<file path="config.mk">
export PLATFORM = sky130hd
export DESIGN_NAME = pm1es_status_bank
export DESIGN_NICKNAME = d
export VERILOG_FILES = /design/src/pm1es_pkg.sv /design/src/pm1es_btn_if.sv /design/src/pm1es_status_bank.sv /design/src/pm1es_button.sv /design/src/pm1es_carry_watch.sv
export SDC_FILE = /design/constraint.sdc
export NUM_CORES = 1
export LEC_CHECK = 0
export ABC_AREA = 1
export BUFFER_PORTS_ARGS = -buffer_cell sky130_fd_sc_hd__buf_2
export CORE_ASPECT_RATIO = 0.8
export CORE_UTILIZATION = 32
export CTS_CLUSTER_DIAMETER = 40
export DETAILED_ROUTE_END_ITERATION = 16
export GPL_ROUTABILITY_DRIVEN = 0
export PLACE_DENSITY_LB_ADDON = 0.08
export SLEW_MARGIN = 10
export SYNTH_ARGS = -nofsm -noshare
export SYNTH_HDL_FRONTEND = slang
export SYNTH_SLANG_ARGS = --single-unit
</file>
<file path="constraint.sdc">
create_clock -name ref_clk -period 1.7 [get_ports ref_clk]
set_input_delay 0.17 -clock ref_clk [delete_from_list [all_inputs] [get_ports ref_clk]]
set_output_delay 0.17 -clock ref_clk [all_outputs]
set_load 0.05 [all_outputs]
</file>
<file path="src/pm1es_pkg.sv">
/*
  Shared constants for the power-management event status bank: bit
  positions, block bases and bit split, reset value, I/O sizes, timing.
  Assumes a single 200 MHz clock and 16-bit system I/O addresses.
*/
package pm1es_pkg;
  localparam int STATUS_W = 16;
  localparam int BIT_TIMER = 0;
  localparam int BIT_BUSMASTER = 4;
  localparam int BIT_GLOBAL = 5;
  localparam int BIT_POWER = 8;
  localparam int BIT_SLEEP = 9;
  localparam logic [15:0] STATUS_RESET = 16'h0000;
  // Bits this bank implements; everything else reads zero
  localparam logic [15:0] IMPL_MASK = 16'h0331;
  // Split of implemented bits between the two register blocks
  localparam logic [15:0] BLOCK_A_MASK = 16'h0031;
  localparam logic [15:0] BLOCK_B_MASK = 16'h0300;
  // Block bases in I/O space, each 32-bit aligned
  localparam logic [15:0] BLOCK_A_BASE = 16'h0400;
  localparam logic [15:0] BLOCK_B_BASE = 16'h0480;
  // Free-running counter width: 24 or 32
  localparam int PM_TIMER_W = 24;
  localparam int CLK_MHZ = 200;
  localparam int OVERRIDE_MS = 4000;
  localparam int OVR_CNT_W = 30;
  localparam logic [OVR_CNT_W-1:0] OVERRIDE_CYCLES =
    OVR_CNT_W'(OVERRIDE_MS * 1000 * CLK_MHZ);
  typedef enum logic {IO_BYTE, IO_WORD} pm1es_size_t;
endpackage

</file>
<file path="src/pm1es_btn_if.sv">
/*
  Carrier for the events of one conditioned button.
  Assumes source and sink share the one system clock.
*/
`timescale 1ns/1ps
interface pm1es_btn_if;
  logic press;
  logic override;
  modport src (output press, output override);
  modport dst (input press, input override);
endinterface

</file>
<file path="src/pm1es_status_bank.sv">
/*
  Fixed-feature event status bank (bits 0..9) with its two I/O blocks,
  write-one-to-clear access, interrupt and wake generation.
  Assumes enables, state signals and firmware strobes come from logic on
  ref_clk; bus master request and the buttons arrive from pins.
*/
`timescale 1ns/1ps
// Notes on behaviour
// - Status resets to zero, host read/write
// - Byte and aligned 16-bit accesses accepted
// - Bits split over two aligned blocks
// - Fixed-enable platform clears on working entry
// - Timer flag sets on each counter MSB toggle
// - Timer flag and enable raise interrupt
// - Bus master flag set on request, W1C
// - Only non-processor masters feed that flag
// - Firmware attention request sets global flag
// - Lock release with pending sets global flag
// - Reserved bits read back zero
// - Power button flag hardware set, W1C
// - Working: power flag and enable interrupt
// - Sleeping: power press always wakes
// - Held over four seconds: clear, soft-off
// - Wake press leaves power flag set
// - Sleep button flag hardware set, W1C
// - Working: sleep flag and enable interrupt
// - Sleeping: sleep press wakes if enabled
module pm1es_status_bank
  import pm1es_pkg::*;
#(
  parameter logic [pm1es_pkg::OVR_CNT_W-1:0] OVERRIDE_HOLD =
    pm1es_pkg::OVERRIDE_CYCLES
)
(
  input wire logic ref_clk,
  input wire logic sys_rst,
  input wire logic [15:0] ioAddr,
  input wire logic ioRd,
  input wire logic ioWr,
  input wire pm1es_pkg::pm1es_size_t ioSize,
  input wire logic [15:0] ioWdata,
  output logic [15:0] ioRdata,
  output logic ioAck,
  input wire logic [pm1es_pkg::PM_TIMER_W-1:0] pmCounter,
  input wire logic busMasterReq,
  input wire logic fwAttentionReq,
  input wire logic fwLockRelease,
  input wire logic lockPending,
  input wire logic powerButtonPin,
  input wire logic sleepButtonPin,
  input wire logic timerCarryEnable,
  input wire logic globalEnable,
  input wire logic powerButtonEnable,
  input wire logic sleepButtonEnable,
  input wire logic sysWorking,
  input wire logic sysSleeping,
  input wire logic interruptEnableFixed,
  input wire logic enterWorking,
  output logic controlIrq,
  output logic wakeEvent,
  output logic forceSoftOff
);
  typedef struct packed {
    logic bmSyncA;
    logic bmSyncB;
    logic [STATUS_W-1:0] flags;
    logic [15:0] rdata;
    logic ack;
    logic irq;
    logic wake;
    logic softOff;
  } pm1es_bank_state_t;

  pm1es_bank_state_t st;
  pm1es_bank_state_t next_st;

  pm1es_btn_if powerEvt ();
  pm1es_btn_if sleepEvt ();
  logic carryPulse;
  logic hitA;
  logic hitB;
  logic accept;
  logic [15:0] laneMask;
  logic [15:0] bankMask;
  logic [15:0] wdataAligned;
  logic [15:0] readVec;
  logic [15:0] clrVec;
  logic [15:0] setVec;
  logic clearAll;

  // Status half of a block sits at the block base, one 16-bit word
  function automatic logic block_hit(input logic [15:0] addr,
                                     input logic [15:0] base);
    return addr[15:1] == base[15:1];
  endfunction

  pm1es_button #(
    .HAS_OVERRIDE(1'h1),
    .HOLD_CYCLES(OVERRIDE_HOLD)
  ) u_power (
    .ref_clk(ref_clk),
    .sys_rst(sys_rst),
    .buttonPin(powerButtonPin),
    .evt(powerEvt.src)
  );

  pm1es_button #(
    .HAS_OVERRIDE(1'h0),
    .HOLD_CYCLES(OVERRIDE_HOLD)
  ) u_sleep (
    .ref_clk(ref_clk),
    .sys_rst(sys_rst),
    .buttonPin(sleepButtonPin),
    .evt(sleepEvt.src)
  );

  pm1es_carry_watch u_carry (
    .ref_clk(ref_clk),
    .sys_rst(sys_rst),
    .counterMsb(pmCounter[PM_TIMER_W-1]),
    .carryPulse(carryPulse)
  );

  assign hitA = block_hit(ioAddr, BLOCK_A_BASE);
  assign hitB = block_hit(ioAddr, BLOCK_B_BASE);
  assign bankMask = hitA ? BLOCK_A_MASK : (hitB ? BLOCK_B_MASK : 16'h0000);

  always_comb
  begin
    laneMask = 16'h0000;
    wdataAligned = ioWdata;
    if (ioSize == IO_WORD)
      laneMask = ioAddr[0] ? 16'h0000 : 16'hffff;
    else if (ioAddr[0])
    begin
      laneMask = 16'hff00;
      wdataAligned = {ioWdata[7:0], 8'h00};
    end
    else
    begin
      laneMask = 16'h00ff;
      wdataAligned = {8'h00, ioWdata[7:0]};
    end
  end

  // Misaligned words and unmapped addresses get no acknowledge
  assign accept = (ioRd || ioWr) && (hitA || hitB) && (laneMask != 16'h0000);

  // reserved and foreign-block bits read zero
  assign readVec = st.flags & bankMask & laneMask & IMPL_MASK;

  // only ones written clear, zeros leave bits alone
  assign clrVec = (accept && ioWr) ?
    (wdataAligned & laneMask & bankMask & IMPL_MASK) : 16'h0000;

  // wipe on working entry when the interrupt path is fixed on
  assign clearAll = enterWorking && interruptEnableFixed;

  always_comb
  begin
    setVec = 16'h0000;
    setVec[BIT_TIMER] = carryPulse;
    setVec[BIT_BUSMASTER] = st.bmSyncB;
    setVec[BIT_GLOBAL] = fwAttentionReq || (fwLockRelease && lockPending);
    // press sets the flag in any state, so a wake keeps it
    setVec[BIT_POWER] = powerEvt.press;
    setVec[BIT_SLEEP] = sleepEvt.press;
  end

  always_comb
  begin
    next_st = st;
    next_st.bmSyncA = busMasterReq;
    next_st.bmSyncB = st.bmSyncA;
    // set applied last so a new event beats any clear
    next_st.flags = st.flags & ~clrVec;
    if (powerEvt.override)
      next_st.flags[BIT_POWER] = 1'h0;
    if (clearAll)
      next_st.flags = STATUS_RESET;
    next_st.flags = (next_st.flags | setVec) & IMPL_MASK;
    next_st.ack = accept;
    if (accept && ioRd)
      next_st.rdata = ioAddr[0] && ioSize == IO_BYTE ?
        {8'h00, readVec[15:8]} : readVec;
    // level interrupt from flag and enable
    next_st.irq =
      (st.flags[BIT_TIMER] && timerCarryEnable) ||
      (st.flags[BIT_GLOBAL] && globalEnable) ||
      (sysWorking && st.flags[BIT_POWER] && powerButtonEnable) ||
      (sysWorking && st.flags[BIT_SLEEP] && sleepButtonEnable);
    next_st.wake = sysSleeping &&
      (powerEvt.press || (sleepEvt.press && sleepButtonEnable));
    next_st.softOff = powerEvt.override;
  end

  always_ff @(posedge ref_clk)
  begin
    if (sys_rst)
    begin
      st <= '0;
      st.flags <= STATUS_RESET;
    end
    else
      st <= next_st;
  end

  assign ioRdata = st.rdata;
  assign ioAck = st.ack;
  assign controlIrq = st.irq;
  assign wakeEvent = st.wake;
  assign forceSoftOff = st.softOff;
endmodule

</file>
<file path="src/pm1es_button.sv">
/*
  Button conditioner: synchronises a raw button level, emits a press
  pulse on assertion and, optionally, an override pulse when held long.
  Assumes an active-high raw pin from outside the clock domain.
*/
`timescale 1ns/1ps
module pm1es_button
  import pm1es_pkg::*;
#(
  parameter bit HAS_OVERRIDE = 1'h1,
  parameter logic [pm1es_pkg::OVR_CNT_W-1:0] HOLD_CYCLES =
    pm1es_pkg::OVERRIDE_CYCLES
)
(
  input wire logic ref_clk,
  input wire logic sys_rst,
  input wire logic buttonPin,
  pm1es_btn_if.src evt
);
  typedef enum logic [1:0] {BTN_IDLE, BTN_HELD, BTN_DONE} pm1es_btn_mode_t;
  typedef struct packed {
    logic syncA;
    logic syncB;
    pm1es_btn_mode_t mode;
    logic [OVR_CNT_W-1:0] count;
    logic press;
    logic ovr;
  } pm1es_btn_state_t;

  pm1es_btn_state_t st;
  pm1es_btn_state_t next_st;

  always_comb
  begin
    next_st = st;
    next_st.syncA = buttonPin;
    next_st.syncB = st.syncA;
    next_st.press = 1'h0;
    next_st.ovr = 1'h0;
    case (st.mode)
      BTN_IDLE:
      begin
        if (st.syncB)
        begin
          next_st.press = 1'h1;
          next_st.count = '0;
          next_st.mode = BTN_HELD;
        end
      end
      BTN_HELD:
      begin
        if (!st.syncB)
          next_st.mode = BTN_IDLE;
        else if (HAS_OVERRIDE && st.count == HOLD_CYCLES)
        begin
          // Held past the limit: fire once, then wait for release
          next_st.ovr = 1'h1;
          next_st.mode = BTN_DONE;
        end
        else
          next_st.count = st.count + 1'h1;
      end
      BTN_DONE:
      begin
        if (!st.syncB)
          next_st.mode = BTN_IDLE;
      end
      default:
        next_st.mode = BTN_IDLE;
    endcase
  end

  always_ff @(posedge ref_clk)
  begin
    if (sys_rst)
      st <= '0;
    else
      st <= next_st;
  end

  assign evt.press = st.press;
  assign evt.override = st.ovr;
endmodule

</file>
<file path="src/pm1es_carry_watch.sv">
/*
  Detects every change of the counter's most significant bit and gives
  a one-cycle pulse. Assumes the counter runs on the same clock.
*/
`timescale 1ns/1ps
module pm1es_carry_watch
(
  input wire logic ref_clk,
  input wire logic sys_rst,
  input wire logic counterMsb,
  output logic carryPulse
);
  typedef struct packed {
    logic prevMsb;
    logic primed;
    logic pulse;
  } pm1es_carry_state_t;

  pm1es_carry_state_t st;
  pm1es_carry_state_t next_st;

  always_comb
  begin
    next_st = st;
    next_st.prevMsb = counterMsb;
    next_st.primed = 1'h1;
    // No compare on the first cycle, prevMsb is not yet meaningful
    next_st.pulse = st.primed && (counterMsb != st.prevMsb);
  end

  always_ff @(posedge ref_clk)
  begin
    if (sys_rst)
      st <= '0;
    else
      st <= next_st;
  end

  assign carryPulse = st.pulse;
endmodule

</file>
## Word-level counts from Yosys, hierarchy flattened

Cells that the tools add are included.

| operators by class | value |
|---|---|
| add/sub/neg operators | 1 |
| multiplexer cells | 24 |
| reductions and logical operators | 34 |
| div/mod/pow operators | 0 |
| magnitude comparators | 0 |
| bitwise operators | 12 |
| multiply operators | 0 |
| shift operators | 0 |
| eq/ne operators | 15 |

Operator list:

| kind | number |
|---|---|
| $mux W10 | 7 |
| $mux W33 | 2 |
| $mux W30 | 2 |
| $pmux W30 S2 | 1 |
| $and A10 B10 Y10 | 5 |
| $mux W16 | 3 |
| $add A30 B1 Y30 const B | 1 |
| $eq A15 B10 Y1 const B | 2 |
| $eq A30 B30 Y1 const B | 1 |
| $logic_and A1 B1 Y1 | 16 |
| $reduce_bool A16 Y1 | 1 |
| $mux W2 | 5 |
| $not A10 Y10 | 1 |
| $or A10 B10 Y10 | 1 |
| $logic_or A1 B1 Y1 | 7 |
| $ne A2 B1 Y1 const B | 3 |
| $ne A2 B2 Y1 const B | 3 |
| $pmux W2 S3 | 1 |
| $reduce_or A2 Y1 | 3 |
| $not A1 Y1 | 5 |
| $eq A2 B1 Y1 const B | 2 |
| $eq A2 B2 Y1 const B | 2 |
| $logic_not A2 Y1 | 2 |
| $pmux W2 S2 | 1 |
| other kinds (8) | 9 |

| word-level totals | value |
|---|---|
| memory bits (writable) | 0 |
| latch bits | 0 |
| register bits | 71 |
| output and inout port bits | 20 |
| ROM bits | 0 |
| memories kept | 0 |

## Longest topological paths before layout

| depth | value |
|---|---|
| word-level depth | 11 |
| gate-level depth with buffers | 13 |
| depth with buffers taken out | 13 |

## Hierarchy

From an unflattened synthesis, not the netlist that was laid out.

| unflattened totals | value |
|---|---|
| cells, all modules | 535 |
| area, all modules | 3,454.6 um^2 |

Modules (own cells, without submodules):

| module | seq. area each (um^2) | times used | cells an instance | area an instance (um^2) |
|---|---|---|---|---|
| pm1es_button (u_power) | 720.7 | 1 | 340 | 2,129.5 |
| pm1es_status_bank | 340.3 | 1 | 171 | 1,111.1 |
| pm1es_button (u_sleep) | 80.1 | 1 | 14 | 126.4 |
| pm1es_carry_watch | 60.1 | 1 | 10 | 87.6 |

## Worst setup path after synthesis

No wires, ideal clock.

| path | value |
|---|---|
| path kind | reg-to-reg |
| start point | reg u_power.st[2] (netlist bit) |
| end point | reg u_power.st[23] (netlist bit) |
| buffers on the path | 1 |
| data arrival time | 1.383 ns |
| clock period less this slack | 1.508 ns |
| stages on the path, launching flop included | 14 |
| library setup time | 0.125 ns |
| setup slack | 0.192 ns |
| path through | dfxtp_1 -> inv_1 -> ha_1 -> nand2_1 -> nor2_1 -> nand2_1 -> nor2_4 -> nand2_4 -> nand2_8 -> inv_6 -> buf_8 -> nor2_2 -> nor2_1 -> nor2_2 |

| between the ends | value |
|---|---|
| longest elaborated chain between the ends | 4 |
| elaborated cells on any way between the ends | 7 |
| those cells by class | add/sub (1); eq/ne (2); mux (3); reduce/logical (1) |

Ends and longest elaborated chain:

| element | RTL line | source |
|---|---|---|
| from (decl) | pm1es_button.sv:30 | `pm1es_btn_state_t st;` |
| from (signal assigned) | pm1es_button.sv:78 | `st <= next_st;` |
| $add A30 B1 Y30 | pm1es_button.sv:61 | `next_st.count = st.count + 1'h1;` |
| $mux W30 | pm1es_button.sv:54 | `else if (HAS_OVERRIDE && st.count == HOLD_CYCLES)` |
| $mux W30 | pm1es_button.sv:52 | `if (!st.syncB)` |
| $pmux W30 S2 | pm1es_button.sv:40 | `case (st.mode)` |

Parallel ways exist; a longest one is shown, timed or not. The select of a mux whose other input is x is not followed.
A chain may end at the register's enable or synchronous reset.

## Worst setup path after layout

| path | value |
|---|---|
| start point | reg u_power.st[3] (netlist bit) |
| end point | reg u_power.st[3] (netlist bit) |

The elaborated chain is that of the path after synthesis.

==> impl_metrics.env <==
export IMPL_outcome="finished, violations left"
export IMPL_violations="setup timing"
export IMPL_area_delta_synth_final_pct=31.43
export IMPL_drtIter0Drc=168
export IMPL_drive_above_1_share_pct=26.44
export IMPL_totalWireLength_um=9802
export IMPL_layout_setup_ws_ns=-0.002156
export IMPL_p_leak_nw=2.048
export IMPL_antenna_found_initial=0
export IMPL_grt_remaining_overflow=0
export IMPL_cp_required_ns=1.90
export IMPL_initial_utilization_pct=32.80
export IMPL_dpl_cell_count=764
export IMPL_cts_root_buf="clkbuf_16"
export IMPL_fin_skew_ns=0.01033
export IMPL_hold_ws_ns=0.03796
export IMPL_hold_buffers=0
export IMPL_drt_first_pass_iters=4
export IMPL_grt_pass1_vias=3127
export IMPL_cts_tree="built"
export IMPL_cts_clk_slew_worst_paths_ns=0.05
export IMPL_fillerInstances=1165
export IMPL_finalNonFillerCells=787
export IMPL_grt_max_degree=21
export IMPL_multi_input_area_sq_um=2056
export IMPL_vias=3491
export IMPL_die_area_sq_um=11550
export IMPL_drc_errors=0
export IMPL_synth_warnings=0
export IMPL_ir_worst_vdd_uv=504.5
export IMPL_ys_seq_area_share_pct=33.76
export IMPL_critPathLaunchType="flop"
export IMPL_design_area_sq_um=4677
export IMPL_fin_util_pct=43.11
export IMPL_placed_area_sq_um=4058
export IMPL_wl_per_cell_um=12.45
export IMPL_final_max_slew_viol_count=0
export IMPL_die_w_um=119.9
export IMPL_worst_setup_path_end_kind="flop"
export IMPL_fin_nets=719
export IMPL_synth_cell_types=39
export IMPL_die_h_um=96.32
export IMPL_postRouteAntennaNets=0
export IMPL_finalHoldViolCount=0
export IMPL_insertion_delay_ns=0.33
export IMPL_crit_path_max_fanout=6
export IMPL_postSynthCellCount=560
export IMPL_arrival_ns=1.90
export IMPL_maxCapViolations=0
export IMPL_grt_pass1_wl_um=15700
export IMPL_ys_top_cells_by_area="dfxtp_1, nand2_1, nor2_1"
export IMPL_row_count=34
export IMPL_groute_usage_overall_pct=17.77
export IMPL_yosys_register_bits=60
export IMPL_powerDensity_nw_per_um2=771.0
export IMPL_clockBufferDepth=2
export IMPL_synth_area_leader_cell="dfxtp_1"
export IMPL_core_area_sq_um=10850
export IMPL_setup_tns_ns=-0.003347
export IMPL_port_buffers=51
export IMPL_viasPerCell=4.436
export IMPL_htreeDepth=3
export IMPL_fin_crit_ns=1.702
export IMPL_synth_top_area_share_pct=33.76
export IMPL_rsz0062_at_grt="true"
export IMPL_synth_ff_type="dfxtp_1"
export IMPL_numCtsBuffers=9
export IMPL_seqCellArea_sq_um=1205
export IMPL_worstSetupPathType="flop to flop"
export IMPL_setup_violations=2
export IMPL_diodes=0
export IMPL_syn_area_per_cell_sq_um=6.354
export IMPL_clock_sinks=60
export IMPL_dp_hpwl_um=7155
export IMPL_hp_class="input port to flop"
export IMPL_finalCritPeriodShare_pct=100.1
export IMPL_num_io_pins=95
export IMPL_async_reset_ff_share_pct=0
export IMPL_fmaxAchievable_mhz=587.5
export IMPL_syn_cell_area_sq_um=3558
export IMPL_synth_enable_flop_cells=0
-- area by class of cell --
type                            instances  area share (%)
Timing Repair Buffer                   83           12.55
Clock inverter                          5           1.311
Clock buffer                           11           5.190
Tap cell                              144           3.852
Multi-Input combinational cell        398           43.95
Sequential cell                        60           25.76
Inverter                               85           7.143
Timing Repair inverter                  1          0.2408
-- power by group --
part           internal [W]  leakage, nW  switching (W)
Clock               0.00118        0.138       0.000689
Sequential          0.00143        0.488      0.0000122
Combinational      0.000105         1.42       0.000194
-- through the flow --
step	setup WS (ns)	total power, W
6_report	-0.002156	0.003606
3_3_place_gp	0.02011	0.001733
4_1_cts	0.004832	0.003620
5_1_grt	-0.1133	0.003738
3_5_place_dp	0.0004938	0.001736
2_1_floorplan	0.1917	0.001652
-- cell families (layout without fill, tap and decap cells) --
family          count (synthesis)  in the layout  share of synthesized area, %
xor+xnor                        4              4                        0.9847
compound gates                 47             47                         7.384
buf+inv                       111            185                         14.45
simple gates                  331            331                         41.21
other cells                     1             10                        0.1054
fa+ha+maj                       6              6                         2.110
flops                          60             60                         33.76
-- timing repair --
action / in CTS / in global routing
endpoints found under the setup margin: 1 / 30
hold endpoints to repair: 0 / 0
pin swaps: 0 / 14
gates resized for setup: 1 / 62
buffers inserted: 0 / 4
cloned: 0 / 3
-- cells in the mapped netlist (7+ instances only) --
master	count
a21oi_1	25
buf_4	17
dfxtp_1	60
inv_1	82
nand2_1	137
nand3_1	33
nand4_1	11
nor2_1	109
nor2_2	13
nor3_1	9
o21ai_0	7
-- worst max-delay path, stage by stage (launching register included) --
cell,delay [ns]
dfxtp_2,0.34
buf_6,0.12
inv_4,0.05
ha_4,0.12
nand2_2,0.05
nor2_2,0.12
nand2_2,0.07
nor2_4,0.13
nand2_4,0.08
nand2_8,0.12
clkinv_8,0.09
clkbuf_16,0.18
nand3_2,0.05
a21oi_1,0.05
-- final timing paths --
kind	startpoint	end	slack (ns)	depth (start not counted)
max	u_power.st[3]$_SDFFE_PP0P_	u_power.st[3]$_SDFFE_PP0P_	-0.002	13
min	sleepButtonPin	u_sleep.next_st[34]$_SDFF_PP0_	0.04	3
max reg2reg	u_power.st[3]$_SDFFE_PP0P_	u_power.st[3]$_SDFFE_PP0P_	-0.002	13
min reg2reg	u_sleep.st[32]$_SDFFE_PP0P_	u_sleep.evt.press$_SDFF_PP0_	0.39	1
-- routing by layer --
metal | part of all wire, % | global-route usage (%) | up-vias
li1 | - | - | 1860
met1 | 55 | 25.92 | 1573
met2 | 41 | 25.72 | 52
met3 | 3.4 | 3.791 | 6
met4 | 0.66 | 5.313 | 0
met5 | 0 | 0 | -
-- placed cells by master, fill, tap and decap left out, drive strengths merged, types with 3 or more instances in the layout --
master    count
clkbuf       13
o21ai        12
inv          85
xor2          3
a21oi        26
nor2        126
nor3         10
dfxtp        60
nand4        11
o21bai        6
nand3        36
ha            6
conb         10
buf          81
nand2       141
clkinvlp      3
-- state kept, by name (all words and copies together), names as in the netlist, 2 cells and up --
name	cells
ioRdata	6
u_sleep.st	2
u_power.st	33
st	5
u_carry.st	2
No activity file was read; power rests on OpenSTA's default activity.
